==> config.mk <==
export PLATFORM = sky130hd
export DESIGN_NAME = mcch_core
export DESIGN_NICKNAME = d
export VERILOG_FILES = /design/src/core/mcch_pkg.sv /design/src/core/mcch_core.sv
export VERILOG_INCLUDE_DIRS = /design/src /design/src/core
export SDC_FILE = /design/constraint.sdc
export NUM_CORES = 1
export LEC_CHECK = 0
export ABC_AREA = 1
export BUFFER_PORTS_ARGS = -buffer_cell sky130_fd_sc_hd__buf_2
export CORE_MARGIN = 2
export CORE_UTILIZATION = 52
export DETAILED_ROUTE_END_ITERATION = 6
export PLACE_DENSITY_LB_ADDON = 0.3
export SETUP_SLACK_MARGIN = 0.4
export SLEW_MARGIN = 20
export SYNTH_ARGS = -nofsm -noshare
export SYNTH_HDL_FRONTEND = slang
export SYNTH_SLANG_ARGS = --single-unit
==> constraint.sdc <==
create_clock -name i_clk -period 5.7 [get_ports i_clk]
set_input_delay 1.14 -clock i_clk [delete_from_list [all_inputs] [get_ports i_clk]]
set_output_delay 1.14 -clock i_clk [all_outputs]
set_load 0.005 [all_outputs]
==> src/core/mcch_cfg.svh <==
/*
  constants for the media card command handler: register offsets,
  command codes, block ranges, field positions and reset values.
  assumes inclusion by bare name from the package and the core module.
*/
`ifndef MCCH_CFG_SVH
`define MCCH_CFG_SVH
// register byte offsets on the wishbone slave
`define MCCH_OFF_CMD 8'h00
`define MCCH_OFF_MODE 8'h04
`define MCCH_OFF_STATUS 8'h08
`define MCCH_OFF_CTRL 8'h0C
`define MCCH_OFF_TRIP 8'h10
`define MCCH_OFF_PARAM 8'h14
// command codes, decimal values written as hex literals
`define MCCH_CODE_BOOT 14'h07D1
`define MCCH_CODE_WS_CLR 14'h2553
`define MCCH_CODE_WS_SET 14'h25C2
`define MCCH_CODE_WP_CLR 14'h2631
`define MCCH_CODE_WP_SET 14'h26A0
`define MCCH_CODE_FORMAT 14'h270F
`define MCCH_CODE_SAVE1 14'h0FA1
// thousands digit selectors
`define MCCH_DIG_SAVE 4'h4
`define MCCH_DIG_PROG 4'h5
`define MCCH_DIG_LOAD 4'h6
`define MCCH_DIG_ERASE 4'h7
`define MCCH_DIG_CMP 4'h8
// block number limits
`define MCCH_BLK_MIN 10'h001
`define MCCH_BLK_MAX 10'h3E7
`define MCCH_BLK_DATA_MAX 10'h1F3
`define MCCH_BLK_BOOT 10'h001
// card mode values
`define MCCH_MODE_IDLE 3'h0
`define MCCH_MODE_PROG 3'h2
// status bit positions
`define MCCH_ST_BUSY 0
`define MCCH_ST_WP 1
`define MCCH_ST_WS 2
`define MCCH_ST_PRESENT 3
// trip bit positions
`define MCCH_TR_CMP 0
`define MCCH_TR_WP 1
`define MCCH_TR_REMOVED 2
`define MCCH_TR_OPTION 3
`define MCCH_TR_RATING 4
`define MCCH_TR_UNSUP 5
`endif

==> src/core/mcch_pkg.sv <==
/*
  types for the media card command handler.
  assumes mcch_cfg.svh sits beside it on the include path.
*/
`include "mcch_cfg.svh"
package mcch_pkg;
  // operation that the card engine carries out
  typedef enum logic [3:0] {
    MCCH_OP_NONE = 4'h0,
    MCCH_OP_SAVE = 4'h1,
    MCCH_OP_PROG = 4'h2,
    MCCH_OP_LOAD = 4'h3,
    MCCH_OP_ERASE = 4'h4,
    MCCH_OP_FORMAT = 4'h5,
    MCCH_OP_CMP = 4'h6
  } mcch_op_e;
  // request handed to the card engine
  typedef struct packed {
    mcch_op_e op;
    logic [9:0] blk;
    logic boot;
    logic diff_only;
    logic overwrite;
    logic skip_rated;
  } mcch_req_s;
  // per-parameter filter inputs from the parameter store
  typedef struct packed {
    logic not_copied;
    logic is_grp20;
    logic is_grp20_first;
    logic differs;
    logic exists;
    logic rated;
  } mcch_pattr_s;
endpackage

==> src/core/mcch_core.sv <==
/*
  media card command handler: decodes the command entry parameter on a
  drive reset, starts card operations, keeps protection flags, raises trips.
  assumes a card engine outside that takes one request and reports done,
  mismatch and option/rating mismatch; software on classic wishbone.
*/
`timescale 1ns/100ps
`default_nettype none
`include "mcch_cfg.svh"
// What this block does
// - act only on code plus drive reset
// - 2001 saves to block 001, bootable
// - 4yyy saves drive parameters to block
// - 5yyy saves user program to block
// - 6yyy loads block into the drive
// - 7yyy erases block; 9999 formats chip card
// - 8yyy compares; match clears, mismatch trips
// - 9555 clears, 9666 sets warning suppression
// - 9777 clears, 9888 sets write protect
// - block number accepted from 001 to 999
// - data blocks numbered 001 through 499
// - write protect allows only loads and 9777
// - card touched only during commanded transfers
// - card removal mid-transfer raises trip
// - saves hold only differences from defaults
// - not-copied excluded; group twenty rest saved
// - card mode 2 saves like 4001
// - mode save keeps trips, overwrites silently
// - card mode returns to 0 after save
// - legacy cards: only difference blocks translated
// - legacy: skip missing, clamp out-of-range
// - write or erase while protected trips
// - suppression hides option/rating trips, skips them
module mcch_core #(
  parameter int CODE_W = 14
) (
  input wire logic i_clk,
  input wire logic i_sys_rst,
  // classic wishbone slave
  input wire logic i_wb_cyc,
  input wire logic i_wb_stb,
  input wire logic i_wb_we,
  input wire logic [7:0] i_wb_adr,
  input wire logic [3:0] i_wb_sel,
  input wire logic [31:0] i_wb_dat,
  output logic [31:0] o_wb_dat,
  output logic o_wb_ack,
  // drive side
  input wire logic i_drive_reset,
  input wire logic i_card_present,
  input wire logic i_card_is_sd,
  input wire logic i_card_legacy,
  input wire logic i_blk_is_diff,
  input wire logic i_pattr_valid,
  input wire mcch_pkg::mcch_pattr_s i_pattr,
  input wire logic i_out_of_range,
  // card engine
  output mcch_pkg::mcch_req_s o_req,
  output logic o_req_valid,
  output logic o_card_access,
  input wire logic i_eng_done,
  input wire logic i_eng_mismatch,
  input wire logic i_eng_opt_mis,
  input wire logic i_eng_rate_mis,
  output logic o_param_keep,
  output logic o_param_clamp,
  output logic o_trip
);

  // state of the command sequencer
  typedef enum logic [1:0] {
    MCCH_ST_IDLE = 2'b00,
    MCCH_ST_RUN = 2'b01,
    MCCH_ST_END = 2'b10
  } mcch_state_e;

  mcch_state_e state_reg;
  logic [CODE_W-1:0] cmd_reg; // command entry parameter
  logic [2:0] mode_reg; // card mode setting
  logic wp_reg; // write-protect flag
  logic ws_reg; // warning-suppression flag
  logic [5:0] trip_reg; // sticky trips
  logic mode_save_reg; // current op came from card mode
  mcch_pkg::mcch_req_s req_reg;
  logic ack_reg;
  logic [31:0] rdat_reg;

  // decoded view of the command
  logic [3:0] dig_thou;
  logic [9:0] blk_num;
  logic blk_ok;
  logic is_writey;
  logic allowed;
  mcch_pkg::mcch_req_s dec_req;
  logic dec_is_flag;
  logic start_cmd;
  logic start_mode;
  logic wb_hit;
  logic [5:0] trip_set;
  // split a decimal code into thousands digit and block number
  function automatic logic [3:0] thou_of(input logic [CODE_W-1:0] c);
    logic [3:0] d;
    d = 4'h0;
    for (int k = 1; k <= 9; k++) begin
      if (c >= CODE_W'(k * 1000)) begin
        d = 4'(k);
      end
    end
    return d;
  endfunction

  function automatic logic [9:0] rest_of(input logic [CODE_W-1:0] c,
                                         input logic [3:0] d);
    logic [CODE_W-1:0] r;
    r = c - CODE_W'(d * 1000);
    return r[9:0];
  endfunction

  // write-type op: anything that alters card contents
  function automatic logic alters_card(input mcch_pkg::mcch_op_e op);
    return (op == mcch_pkg::MCCH_OP_SAVE) || (op == mcch_pkg::MCCH_OP_PROG)
      || (op == mcch_pkg::MCCH_OP_ERASE) || (op == mcch_pkg::MCCH_OP_FORMAT);
  endfunction

  assign dig_thou = thou_of(cmd_reg);
  assign blk_num = rest_of(cmd_reg, dig_thou);
  // block field range check
  assign blk_ok = (blk_num >= `MCCH_BLK_MIN) && (blk_num <= `MCCH_BLK_MAX);

  // command decode into an engine request
  always_comb begin
    dec_req = '0;
    dec_is_flag = 1'b0;
    dec_req.blk = blk_num;
    dec_req.diff_only = 1'b1;
    dec_req.skip_rated = ws_reg;
    if (cmd_reg == `MCCH_CODE_BOOT) begin
      dec_req.op = mcch_pkg::MCCH_OP_SAVE;
      dec_req.blk = `MCCH_BLK_BOOT;
      dec_req.boot = 1'b1;
      dec_req.overwrite = 1'b1;
    end else if (cmd_reg == `MCCH_CODE_FORMAT) begin
      // sd media has no format; treated as unsupported below
      dec_req.op = mcch_pkg::MCCH_OP_FORMAT;
    end else if (cmd_reg == `MCCH_CODE_WS_CLR || cmd_reg == `MCCH_CODE_WS_SET ||
                 cmd_reg == `MCCH_CODE_WP_CLR || cmd_reg == `MCCH_CODE_WP_SET) begin
      dec_is_flag = 1'b1;
    end else if (blk_ok) begin
      unique case (dig_thou)
        `MCCH_DIG_SAVE: dec_req.op = mcch_pkg::MCCH_OP_SAVE;
        `MCCH_DIG_PROG: dec_req.op = mcch_pkg::MCCH_OP_PROG;
        `MCCH_DIG_LOAD: dec_req.op = mcch_pkg::MCCH_OP_LOAD;
        `MCCH_DIG_ERASE: dec_req.op = mcch_pkg::MCCH_OP_ERASE;
        `MCCH_DIG_CMP: dec_req.op = mcch_pkg::MCCH_OP_CMP;
        default: dec_req.op = mcch_pkg::MCCH_OP_NONE;
      endcase
    end
    // legacy card: only difference blocks load; saved data stays below block 500
    if (i_card_legacy && dec_req.op == mcch_pkg::MCCH_OP_LOAD && !i_blk_is_diff) begin
      dec_req.op = mcch_pkg::MCCH_OP_NONE;
    end else if (dec_req.blk > `MCCH_BLK_DATA_MAX &&
                 dig_thou inside {`MCCH_DIG_SAVE, `MCCH_DIG_PROG}) begin
      dec_req.op = mcch_pkg::MCCH_OP_NONE;
    end
  end

  // write protect lets only loads and the protect clear through
  assign is_writey = alters_card(dec_req.op);
  assign allowed = !wp_reg || dec_req.op == mcch_pkg::MCCH_OP_LOAD ||
                   cmd_reg == `MCCH_CODE_WP_CLR;
  assign start_cmd = (state_reg == MCCH_ST_IDLE) && i_drive_reset &&
                     cmd_reg != '0;
  assign start_mode = (state_reg == MCCH_ST_IDLE) && i_drive_reset &&
                      cmd_reg == '0 && mode_reg == `MCCH_MODE_PROG;

  // trips raised this cycle
  always_comb begin
    trip_set = '0;
    if (start_cmd && wp_reg && is_writey) begin
      trip_set[`MCCH_TR_WP] = 1'b1;
    end
    if (start_mode && wp_reg) begin
      trip_set[`MCCH_TR_WP] = 1'b1;
    end
    if (start_cmd && allowed && dec_req.op == mcch_pkg::MCCH_OP_FORMAT && i_card_is_sd) begin
      trip_set[`MCCH_TR_UNSUP] = 1'b1;
    end
    if (state_reg == MCCH_ST_RUN && !i_card_present) begin
      trip_set[`MCCH_TR_REMOVED] = 1'b1;
    end
    if (state_reg == MCCH_ST_RUN && i_eng_done) begin
      if (req_reg.op == mcch_pkg::MCCH_OP_CMP && i_eng_mismatch) begin
        trip_set[`MCCH_TR_CMP] = 1'b1;
      end
      // suppression hides option and rating trips
      if (!ws_reg) begin
        trip_set[`MCCH_TR_OPTION] = i_eng_opt_mis;
        trip_set[`MCCH_TR_RATING] = i_eng_rate_mis;
      end
    end
  end

  // sequencer and request register
  always_ff @(posedge i_clk) begin
    if (i_sys_rst) begin
      state_reg <= MCCH_ST_IDLE;
      req_reg <= '0;
      mode_save_reg <= 1'b0;
    end else begin
      unique case (state_reg)
        MCCH_ST_IDLE: begin
          if (start_cmd && allowed && dec_req.op != mcch_pkg::MCCH_OP_NONE &&
              !(dec_req.op == mcch_pkg::MCCH_OP_FORMAT && i_card_is_sd) &&
              i_card_present) begin
            req_reg <= dec_req;
            mode_save_reg <= 1'b0;
            state_reg <= MCCH_ST_RUN;
          end else if (start_mode && !wp_reg && i_card_present) begin
            req_reg <= '0;
            req_reg.op <= mcch_pkg::MCCH_OP_SAVE;
            req_reg.blk <= `MCCH_BLK_BOOT;
            req_reg.diff_only <= 1'b1;
            req_reg.overwrite <= 1'b1;
            req_reg.skip_rated <= ws_reg;
            mode_save_reg <= 1'b1;
            state_reg <= MCCH_ST_RUN;
          end
        end
        MCCH_ST_RUN: begin
          // removal aborts; engine done ends normally
          if (!i_card_present || i_eng_done) begin
            state_reg <= MCCH_ST_END;
          end
        end
        MCCH_ST_END: begin
          state_reg <= MCCH_ST_IDLE;
        end
        default: state_reg <= MCCH_ST_IDLE;
      endcase
    end
  end

  // card is driven only while a transfer runs
  assign o_card_access = (state_reg == MCCH_ST_RUN);
  assign o_req_valid = (state_reg == MCCH_ST_RUN);
  assign o_req = req_reg;

  // per-parameter filter: which entries go onto or come off the card
  always_comb begin
    o_param_keep = 1'b0;
    o_param_clamp = 1'b0;
    if (state_reg == MCCH_ST_RUN && i_pattr_valid) begin
      if (req_reg.op == mcch_pkg::MCCH_OP_SAVE) begin
        // group twenty rides along, minus its first entry
        o_param_keep = !i_pattr.not_copied && !i_pattr.is_grp20_first &&
                       (i_pattr.differs || i_pattr.is_grp20);
      end else if (req_reg.op == mcch_pkg::MCCH_OP_LOAD) begin
        // missing parameters from legacy cards are skipped
        o_param_keep = i_pattr.exists && !(req_reg.skip_rated && i_pattr.rated);
        o_param_clamp = i_card_legacy && i_pattr.exists && i_out_of_range;
      end
    end
  end

  // write protect and warning suppression flags
  always_ff @(posedge i_clk) begin
    if (i_sys_rst) begin
      wp_reg <= 1'b0;
      ws_reg <= 1'b0;
    end else if (start_cmd && allowed && dec_is_flag) begin
      if (cmd_reg == `MCCH_CODE_WS_CLR) ws_reg <= 1'b0;
      if (cmd_reg == `MCCH_CODE_WS_SET) ws_reg <= 1'b1;
      if (cmd_reg == `MCCH_CODE_WP_CLR) wp_reg <= 1'b0;
      if (cmd_reg == `MCCH_CODE_WP_SET) wp_reg <= 1'b1;
    end
  end

  // sticky trips, set beats a software clear in the same cycle
  always_ff @(posedge i_clk) begin
    if (i_sys_rst) begin
      trip_reg <= '0;
    end else if (wb_hit && i_wb_we && i_wb_adr == `MCCH_OFF_TRIP && i_wb_sel[0]) begin
      trip_reg <= (trip_reg & ~i_wb_dat[5:0]) | trip_set;
    end else begin
      trip_reg <= trip_reg | trip_set;
    end
  end
  assign o_trip = |trip_reg;
  assign wb_hit = i_wb_cyc && i_wb_stb && !ack_reg;

  // command entry parameter: software write, auto return on good compare
  always_ff @(posedge i_clk) begin
    if (i_sys_rst) begin
      cmd_reg <= '0;
    end else if (state_reg == MCCH_ST_END && !mode_save_reg &&
                 req_reg.op == mcch_pkg::MCCH_OP_CMP && !trip_reg[`MCCH_TR_CMP] &&
                 i_card_present) begin
      cmd_reg <= '0;
    end else if (wb_hit && i_wb_we && i_wb_adr == `MCCH_OFF_CMD) begin
      if (i_wb_sel[0]) cmd_reg[7:0] <= i_wb_dat[7:0];
      if (i_wb_sel[1]) cmd_reg[CODE_W-1:8] <= i_wb_dat[CODE_W-1:8];
    end
  end

  // card mode setting, cleared after its save ends
  always_ff @(posedge i_clk) begin
    if (i_sys_rst) begin
      mode_reg <= `MCCH_MODE_IDLE;
    end else if (state_reg == MCCH_ST_END && mode_save_reg && i_card_present) begin
      mode_reg <= `MCCH_MODE_IDLE;
    end else if (wb_hit && i_wb_we && i_wb_adr == `MCCH_OFF_MODE && i_wb_sel[0]) begin
      mode_reg <= i_wb_dat[2:0];
    end
  end

  // wishbone read data and ack, one cycle after the strobe
  always_ff @(posedge i_clk) begin
    if (i_sys_rst) begin
      ack_reg <= 1'b0;
      rdat_reg <= 32'h0000_0000;
    end else begin
      ack_reg <= wb_hit;
      rdat_reg <= 32'h0000_0000;
      if (wb_hit && !i_wb_we) begin
        unique case (i_wb_adr)
          `MCCH_OFF_CMD: rdat_reg <= {{(32-CODE_W){1'b0}}, cmd_reg};
          `MCCH_OFF_MODE: rdat_reg <= {29'h0000_0000, mode_reg};
          `MCCH_OFF_STATUS: rdat_reg <= {28'h000_0000, i_card_present, ws_reg,
                                         wp_reg, state_reg != MCCH_ST_IDLE};
          `MCCH_OFF_TRIP: rdat_reg <= {26'h000_0000, trip_reg};
          default: rdat_reg <= 32'h0000_0000; // unmapped reads zero
        endcase
      end
    end
  end
  assign o_wb_ack = ack_reg;
  assign o_wb_dat = rdat_reg;
endmodule
`default_nettype wire

==> results.txt, run 1 <==
Post-DRT Antenna Nets: 0
Pwr Total: 0.000861 W
Hold Vio Cnt, Final: 0
WL final: 10200 um
Core footprint: 7290 um^2
EDFF count, synth: 0
Async SR Flop Fraction: 0%
ANT cells: 0
Final min period: 4910 ps
Actual slew at the worst max-slew pin: 1090 ps
Critical Path RT: 5950 ps
Hold path start: o_req[9]
Combinational power share: 5.1%
Starting Density: 53.9%
Largest net degree at the start of global routing: 23
Via count: 4020
Clock-pin slew on the worst setup and hold paths: 80 ps
Remaining DRCs: 0
Die width: 90.9 um
Top Ports: 122
CP Max Fanout: 6
CTS tree: built
Net switching power: 0.000223 W
Peak supply drop: 0.135 mV
Vias in the first global route: 3808
Slew HR: 26.6%
DR WL/cell: 13.5 um
Worst path most repeated cell: nand2_1
Port bufs: 82
Num CTS Buffers: 9
Later-pin clock latency in the skew report: 350 ps
Total track usage: 24.9%
Drt first pass iters: 4
H-tree levels: 3
Setup_tns: 0 ps
Worst Skew: 16.8 ps
Global-route wire length before repair: 16900 um
Fin crit share: 86.1%
Final setup fails: 0
Synth Area per Inst: 6.87 um^2
Total die area: 8270 um^2
Internal: 0.000638 W
Hold_ws: 465 ps
CP Capture Type: flop
Cell Rows: 31
Synth unique cells: 45
Sw Ratio: 25.9%
Synth Cell Area: 3930 um^2
Clk network pwr share: 46.4%
R2R Path Start: cmd_reg[8]
Power Dens Cells: 185 nW/um^2
Final Slew Violations: 0
Initial DRC Count: 245
Drt via density: 5.29
Warnings, synthesis: 0
Area grow syn2layout: 18.2%
Root Driver: clkbuf_8
Critical path arrival: 5160 ps
Startpoint types: flop
Worst path max stage delay: 520 ps
Inst Count DP: 742
Crit path from: cmd_reg[8]
Worst-case clock buffer depth: 2
Area after DPL: 4340 um^2
Final RePlAce weighted congestion: 0.917
Synth Instances: 572
Status: finished, final reports clean
Cell area after layout: 4640 um^2
Area leader, netlist: dfxtp_1
P_leak: 2.19 nW
CP max stage cell: fa_1
Nets: 740
RSZ-0062 raised after global routing: no
Fmax achieved: 204 MHz
Top cell type's share of synthesized area: 30.6%
Fin cells: 760
Max-cap violations: 0
Most frequent cells in the layout: 99 x nand2_1, 82 x buf_2, 72 x inv_1
Cts hold-fix bufs: 0
Fillers: 704
Seq cells post-synth: 60
Ys flop type: dfxtp_1
Classification of the worst setup path: flop to flop
Layout cells sized above 1: 25.0%
DPL Wire Length: 7850 um
Flop pwr share: 48.6%
Initial antenna violation count: 0
Chip Height: 90.9 um
HP Class: flop to flop
Synth area leaders: dfxtp_1 31%, nand2_1 9.6%, inv_1 7.0%
Largest register FFs: 17
GR Overflow Total: 0
Commonest non-fill, non-tap cell in the layout: nand2_1
CTS sink cnt: 60
Seq/Total Area, Yosys: 30.6%
[through the flow]
stage / utilization [%] / worst slack (ps)
final: 63.7 / 790
after floorplan: - / 1070
after detailed placement: 59.5 / 398
after global placement: 59.5 / 433
after global routing: 63.7 / 363
after CTS: 62.3 / 475
[critical path: cells and delay by family (launching register included)]
family | cells | cell delay, ps
AOI/OAI and AO/OA | 4 | 500
adders and majority gates | 4 | 1530
buffers and inverters | 7 | 540
DFF | 1 | 390
and+or+nand+nor | 20 | 1860
[cell families (layout without fill, tap and decap cells)]
family | count (synthesis) | in the layout | share of synthesized area (%)
buf+inv | 114 | 185 | 13.2
simple gates | 278 | 278 | 34.0
compound gates | 94 | 94 | 14.0
flops | 60 | 60 | 30.6
xor+xnor | 7 | 7 | 1.56
other cells | 1 | 19 | 0.0954
fa+ha+maj | 18 | 18 | 6.50
[synth_stat cells (3+ instances only)]
cell type,n
nor2_4,3
nor2_1,65
a211oi_1,5
nand3_1,39
o22ai_1,3
xor2_1,3
buf_4,21
nor3_1,19
nand2_4,4
nor2_2,3
fa_1,4
inv_1,73
xnor2_1,4
inv_2,7
nand4_1,12
ha_1,14
clkbuf_1,6
o21ai_1,3
clkinv_1,3
dfxtp_1,60
nand3_2,7
a21oi_2,7
nand2_2,9
o21ai_0,25
a21oi_1,40
nor4_1,10
nand2_1,100
[path summary, 6_finish.rpt]
kind | depth (start not counted) | slack [ps] | to
setup / recovery | 35 | 790 | o_req[4]
hold / removal | 2 | 460 | o_req[9]
setup reg to reg | 35 | 790 | o_req[4]
hold reg to reg | 2 | 460 | o_req[9]
[metal layers]
metal / wire length, um / vias up / track usage (%) / part of all wire [%]
li1: - / 2016 / - / -
met1: 4480 / 1827 / 31.7 / 44
met2: 4850 / 146 / 41.1 / 47
met3: 600 / 31 / 4.09 / 5.9
met4: 322 / 0 / 11.7 / 3.1
met5: 0 / - / 0 / 0
[what timing repair did]
item,4_1_cts,5_1_grt
buffers inserted,0,1
endpoints found under the setup margin,2,23
cloned,0,1
resized for setup,2,27
pin swaps,0,3
[layout make-up]
cell class | instances | area [um^2] | share of cell area [%]
Timing Repair Buffer | 86 | 444 | 9.56
Tap cell | 99 | 124 | 2.67
Inverter | 83 | 314 | 6.76
Sequential cell | 60 | 1220 | 26.2
Multi-Input combinational cell | 416 | 2350 | 50.5
Clock buffer | 9 | 124 | 2.67
Clock inverter | 7 | 75.1 | 1.62
[power groups by stage]
| stage | sequential, W | combinational, W | clock [W] |
|---|---|---|---|
| global route | 0.000418 | 0.0000486 | 0.000426 |
| global placement | 0.000429 | 0.0000412 | 0 |
| floorplan | 0.000429 | 0.0000297 | 0 |
| finish | 0.000418 | 0.0000436 | 0.000399 |
| CTS | 0.000419 | 0.0000420 | 0.000405 |
| detailed placement | 0.000429 | 0.0000417 | 0 |
Power figures use the tool's default switching activity.
==> run 2, diff against run 1 <==
CORE_UTILIZATION = 47   (was 52)
clock period = 3.9 ns   (was 5.7 ns; I/O delays follow)
==> results.txt, run 2 (synthesis results as in run 1) <==
Status: finished, violations left
Failing checks: DRC, setup timing
Remaining DRCs: 4 (+4)
Largest register FFs: 17 (unchanged)
P_leak: 2.87 nW (+31%)
Final setup fails: 23 (+23)
Global-route wire length before repair: 20200 um (+19%)
R2R Setup Slk: -1040 ps (-1830 ps)
Worst path most repeated cell: nand2_1
Total die area: 9110 um^2 (+10%)
Actual slew at the worst max-slew pin: 788 ps (-300 ps)
Fin crit share: 127% (+40 points)
CTS tree: built
Via count: 4705 (+17%)
Slew HR: 46.7% (+20 points)
Register area: 1230 um^2 (+1.0%)
Chip Height: 95.4 um (+5.0%)
Hold Vio Cnt, Final: 0 (unchanged)
DR WL met3: 900 um (+50%)
Startpoint types: flop
Total track usage: 28.6% (+3.7 points)
Final RePlAce weighted congestion: 0.977 (+6.6%)
Nets: 863 (+17%)
CTS sink cnt: 60 (unchanged)
Later-pin clock latency in the skew report: 360 ps (about the same)
H-tree levels: 3 (unchanged)
Setup_tns: -22610 ps (-22610 ps)
Max-cap violations: 0 (unchanged)
Fillers: 602 (-14%)
Worst path max stage delay: 570 ps (+50 ps)
Cell Rows: 33 (+6.5%)
Final Slew Violations: 0 (unchanged)
Core footprint: 8180 um^2 (+12%)
Worst Skew: 14.7 ps (-2.19 ps)
Final WS setup: -1040 ps (-1830 ps)
Clock-pin slew on the worst setup and hold paths: 80 ps (about the same)
Port bufs: 82 (unchanged)
Met2 wire len: 6880 um (+42%)
Final core utilization: 73.3% (+9.6 points)
Area after DPL: 5040 um^2 (+16%)
Vias in the first global route: 4393 (+15%)
WL final: 13600 um (+33%)
Area grow syn2layout: 52.5%
Critical Path RT: 4160 ps (-1790 ps)
RSZ-0062 raised after global routing: yes
Top Ports: 122 (unchanged)
Starting Density: 48.1% (-5.8 points)
Initial DRC Count: 315 (+29%)
Layout cells sized above 1: 42.9% (+18 points)
Peak supply drop: 0.248 mV (+84%)
DR WL/cell: 15.3 um (+14%)
DPL Wire Length: 8840 um (+13%)
Cell area after layout: 5990 um^2 (+29%)
Final min period: 4940 ps (+25.7 ps)
Drt via density: 5.29 (about the same)
Worst-case clock buffer depth: 2 (unchanged)
Fmax achieved: 203 MHz (-0.52%)
Classification of the worst setup path: flop to flop
Post-DRT Antenna Nets: 0 (unchanged)
Largest net degree at the start of global routing: 22 (-4.3%)
Num CTS Buffers: 9 (unchanged)
Commonest non-fill, non-tap cell in the layout: buf_4
Critical path arrival: 5200 ps (+40 ps)
Drt first pass iters: 7 (+3)
CP Capture Type: flop
Root Driver: clkbuf_8
ANT cells: 0 (unchanged)
HP Class: flop to flop
DRT met1 WL: 5370 um (+20%)
DR top layer: met4
CP max stage cell: fa_1
Most frequent cells in the layout: 122 x buf_4, 88 x nand2_1, 82 x buf_2
Area of the multi-input gates: 2690 um^2 (+15%)
Power Dens Cells: 220 nW/um^2 (+19%)
Initial antenna violation count: 1 (+1)
CP Max Fanout: 6 (unchanged)
Die width: 95.4 um (+5.0%)
GR Overflow Total: 0 (unchanged)
[run 2: cell count changes in the layout (fill, tap and decap cells not counted), sizes merged]
cell / delta
buf: +122
clkbuf: +2
clkinv: +1
clkinvlp: -2
[run 2: power by group]
part           switching (W)  internal (W)  total (W)
clock               0.000301      0.000337   0.000638
sequential       0.000000253      0.000608   0.000608
combinational      0.0000440     0.0000292  0.0000732
[run 2: routing by layer]
| layer | GRT usage (%) | vias to the layer above |
|---|---|---|
| li1 | - | 2265 |
| met1 | 33.6 | 2172 |
| met5 | 0 | - |
| met3 | 5.30 | 55 |
| met2 | 51.5 | 213 |
| met4 | 10.8 | 0 |
[run 2: critical path, delay by kind of cell (launching register included)]
family,cells,cell delay (ps)
flops,1,370
simple gates,23,2080
compound gates,3,290
fa+ha+maj,4,1560
buf+inv,7,550
[run 2: repair_timing]
| action | in CTS | in global routing |
|---|---|---|
| setup buffers | 37 | 8 |
| resized for setup | 42 | 40 |
| endpoints found under the hold margin | 0 | 0 |
| hold buffers | 0 | 0 |
| gates cloned | 0 | 1 |
| pin swaps | 13 | 33 |
| endpoints found under the setup margin | 23 | 23 |
[run 2: path summary, 6_finish.rpt]
check / start / to / depth (start not counted)
max: cmd_reg[6] / o_req[12] / 37
min: o_req[5] / o_req[5] / 2
max reg2reg: cmd_reg[6] / o_req[12] / 37
min reg2reg: o_req[5] / o_req[5] / 2
[run 2: area by class of cell]
class                           instances  area share [%]
Multi-Input combinational cell        416            44.9
Inverter                               83            5.32
Tap cell                              105            2.19
Sequential cell                        60            20.5
Clock buffer                           10            2.48
Timing Repair Buffer                  209            23.4
Clock inverter                          6            1.15
[run 2: per-stage QoR]
stage / power (W) / setup WS, ps / hold WS [ps] / std cells
2_1_floorplan: 0.000670 / -521 / 444 / 590
3_3_place_gp: 0.000690 / -727 / 456 / 827
3_5_place_dp: 0.000691 / -833 / 464 / 827
4_1_cts: 0.00131 / -718 / 480 / 880
5_1_grt: 0.00135 / -1290 / 497 / 889
6_report: 0.00132 / -1040 / 474 / 889
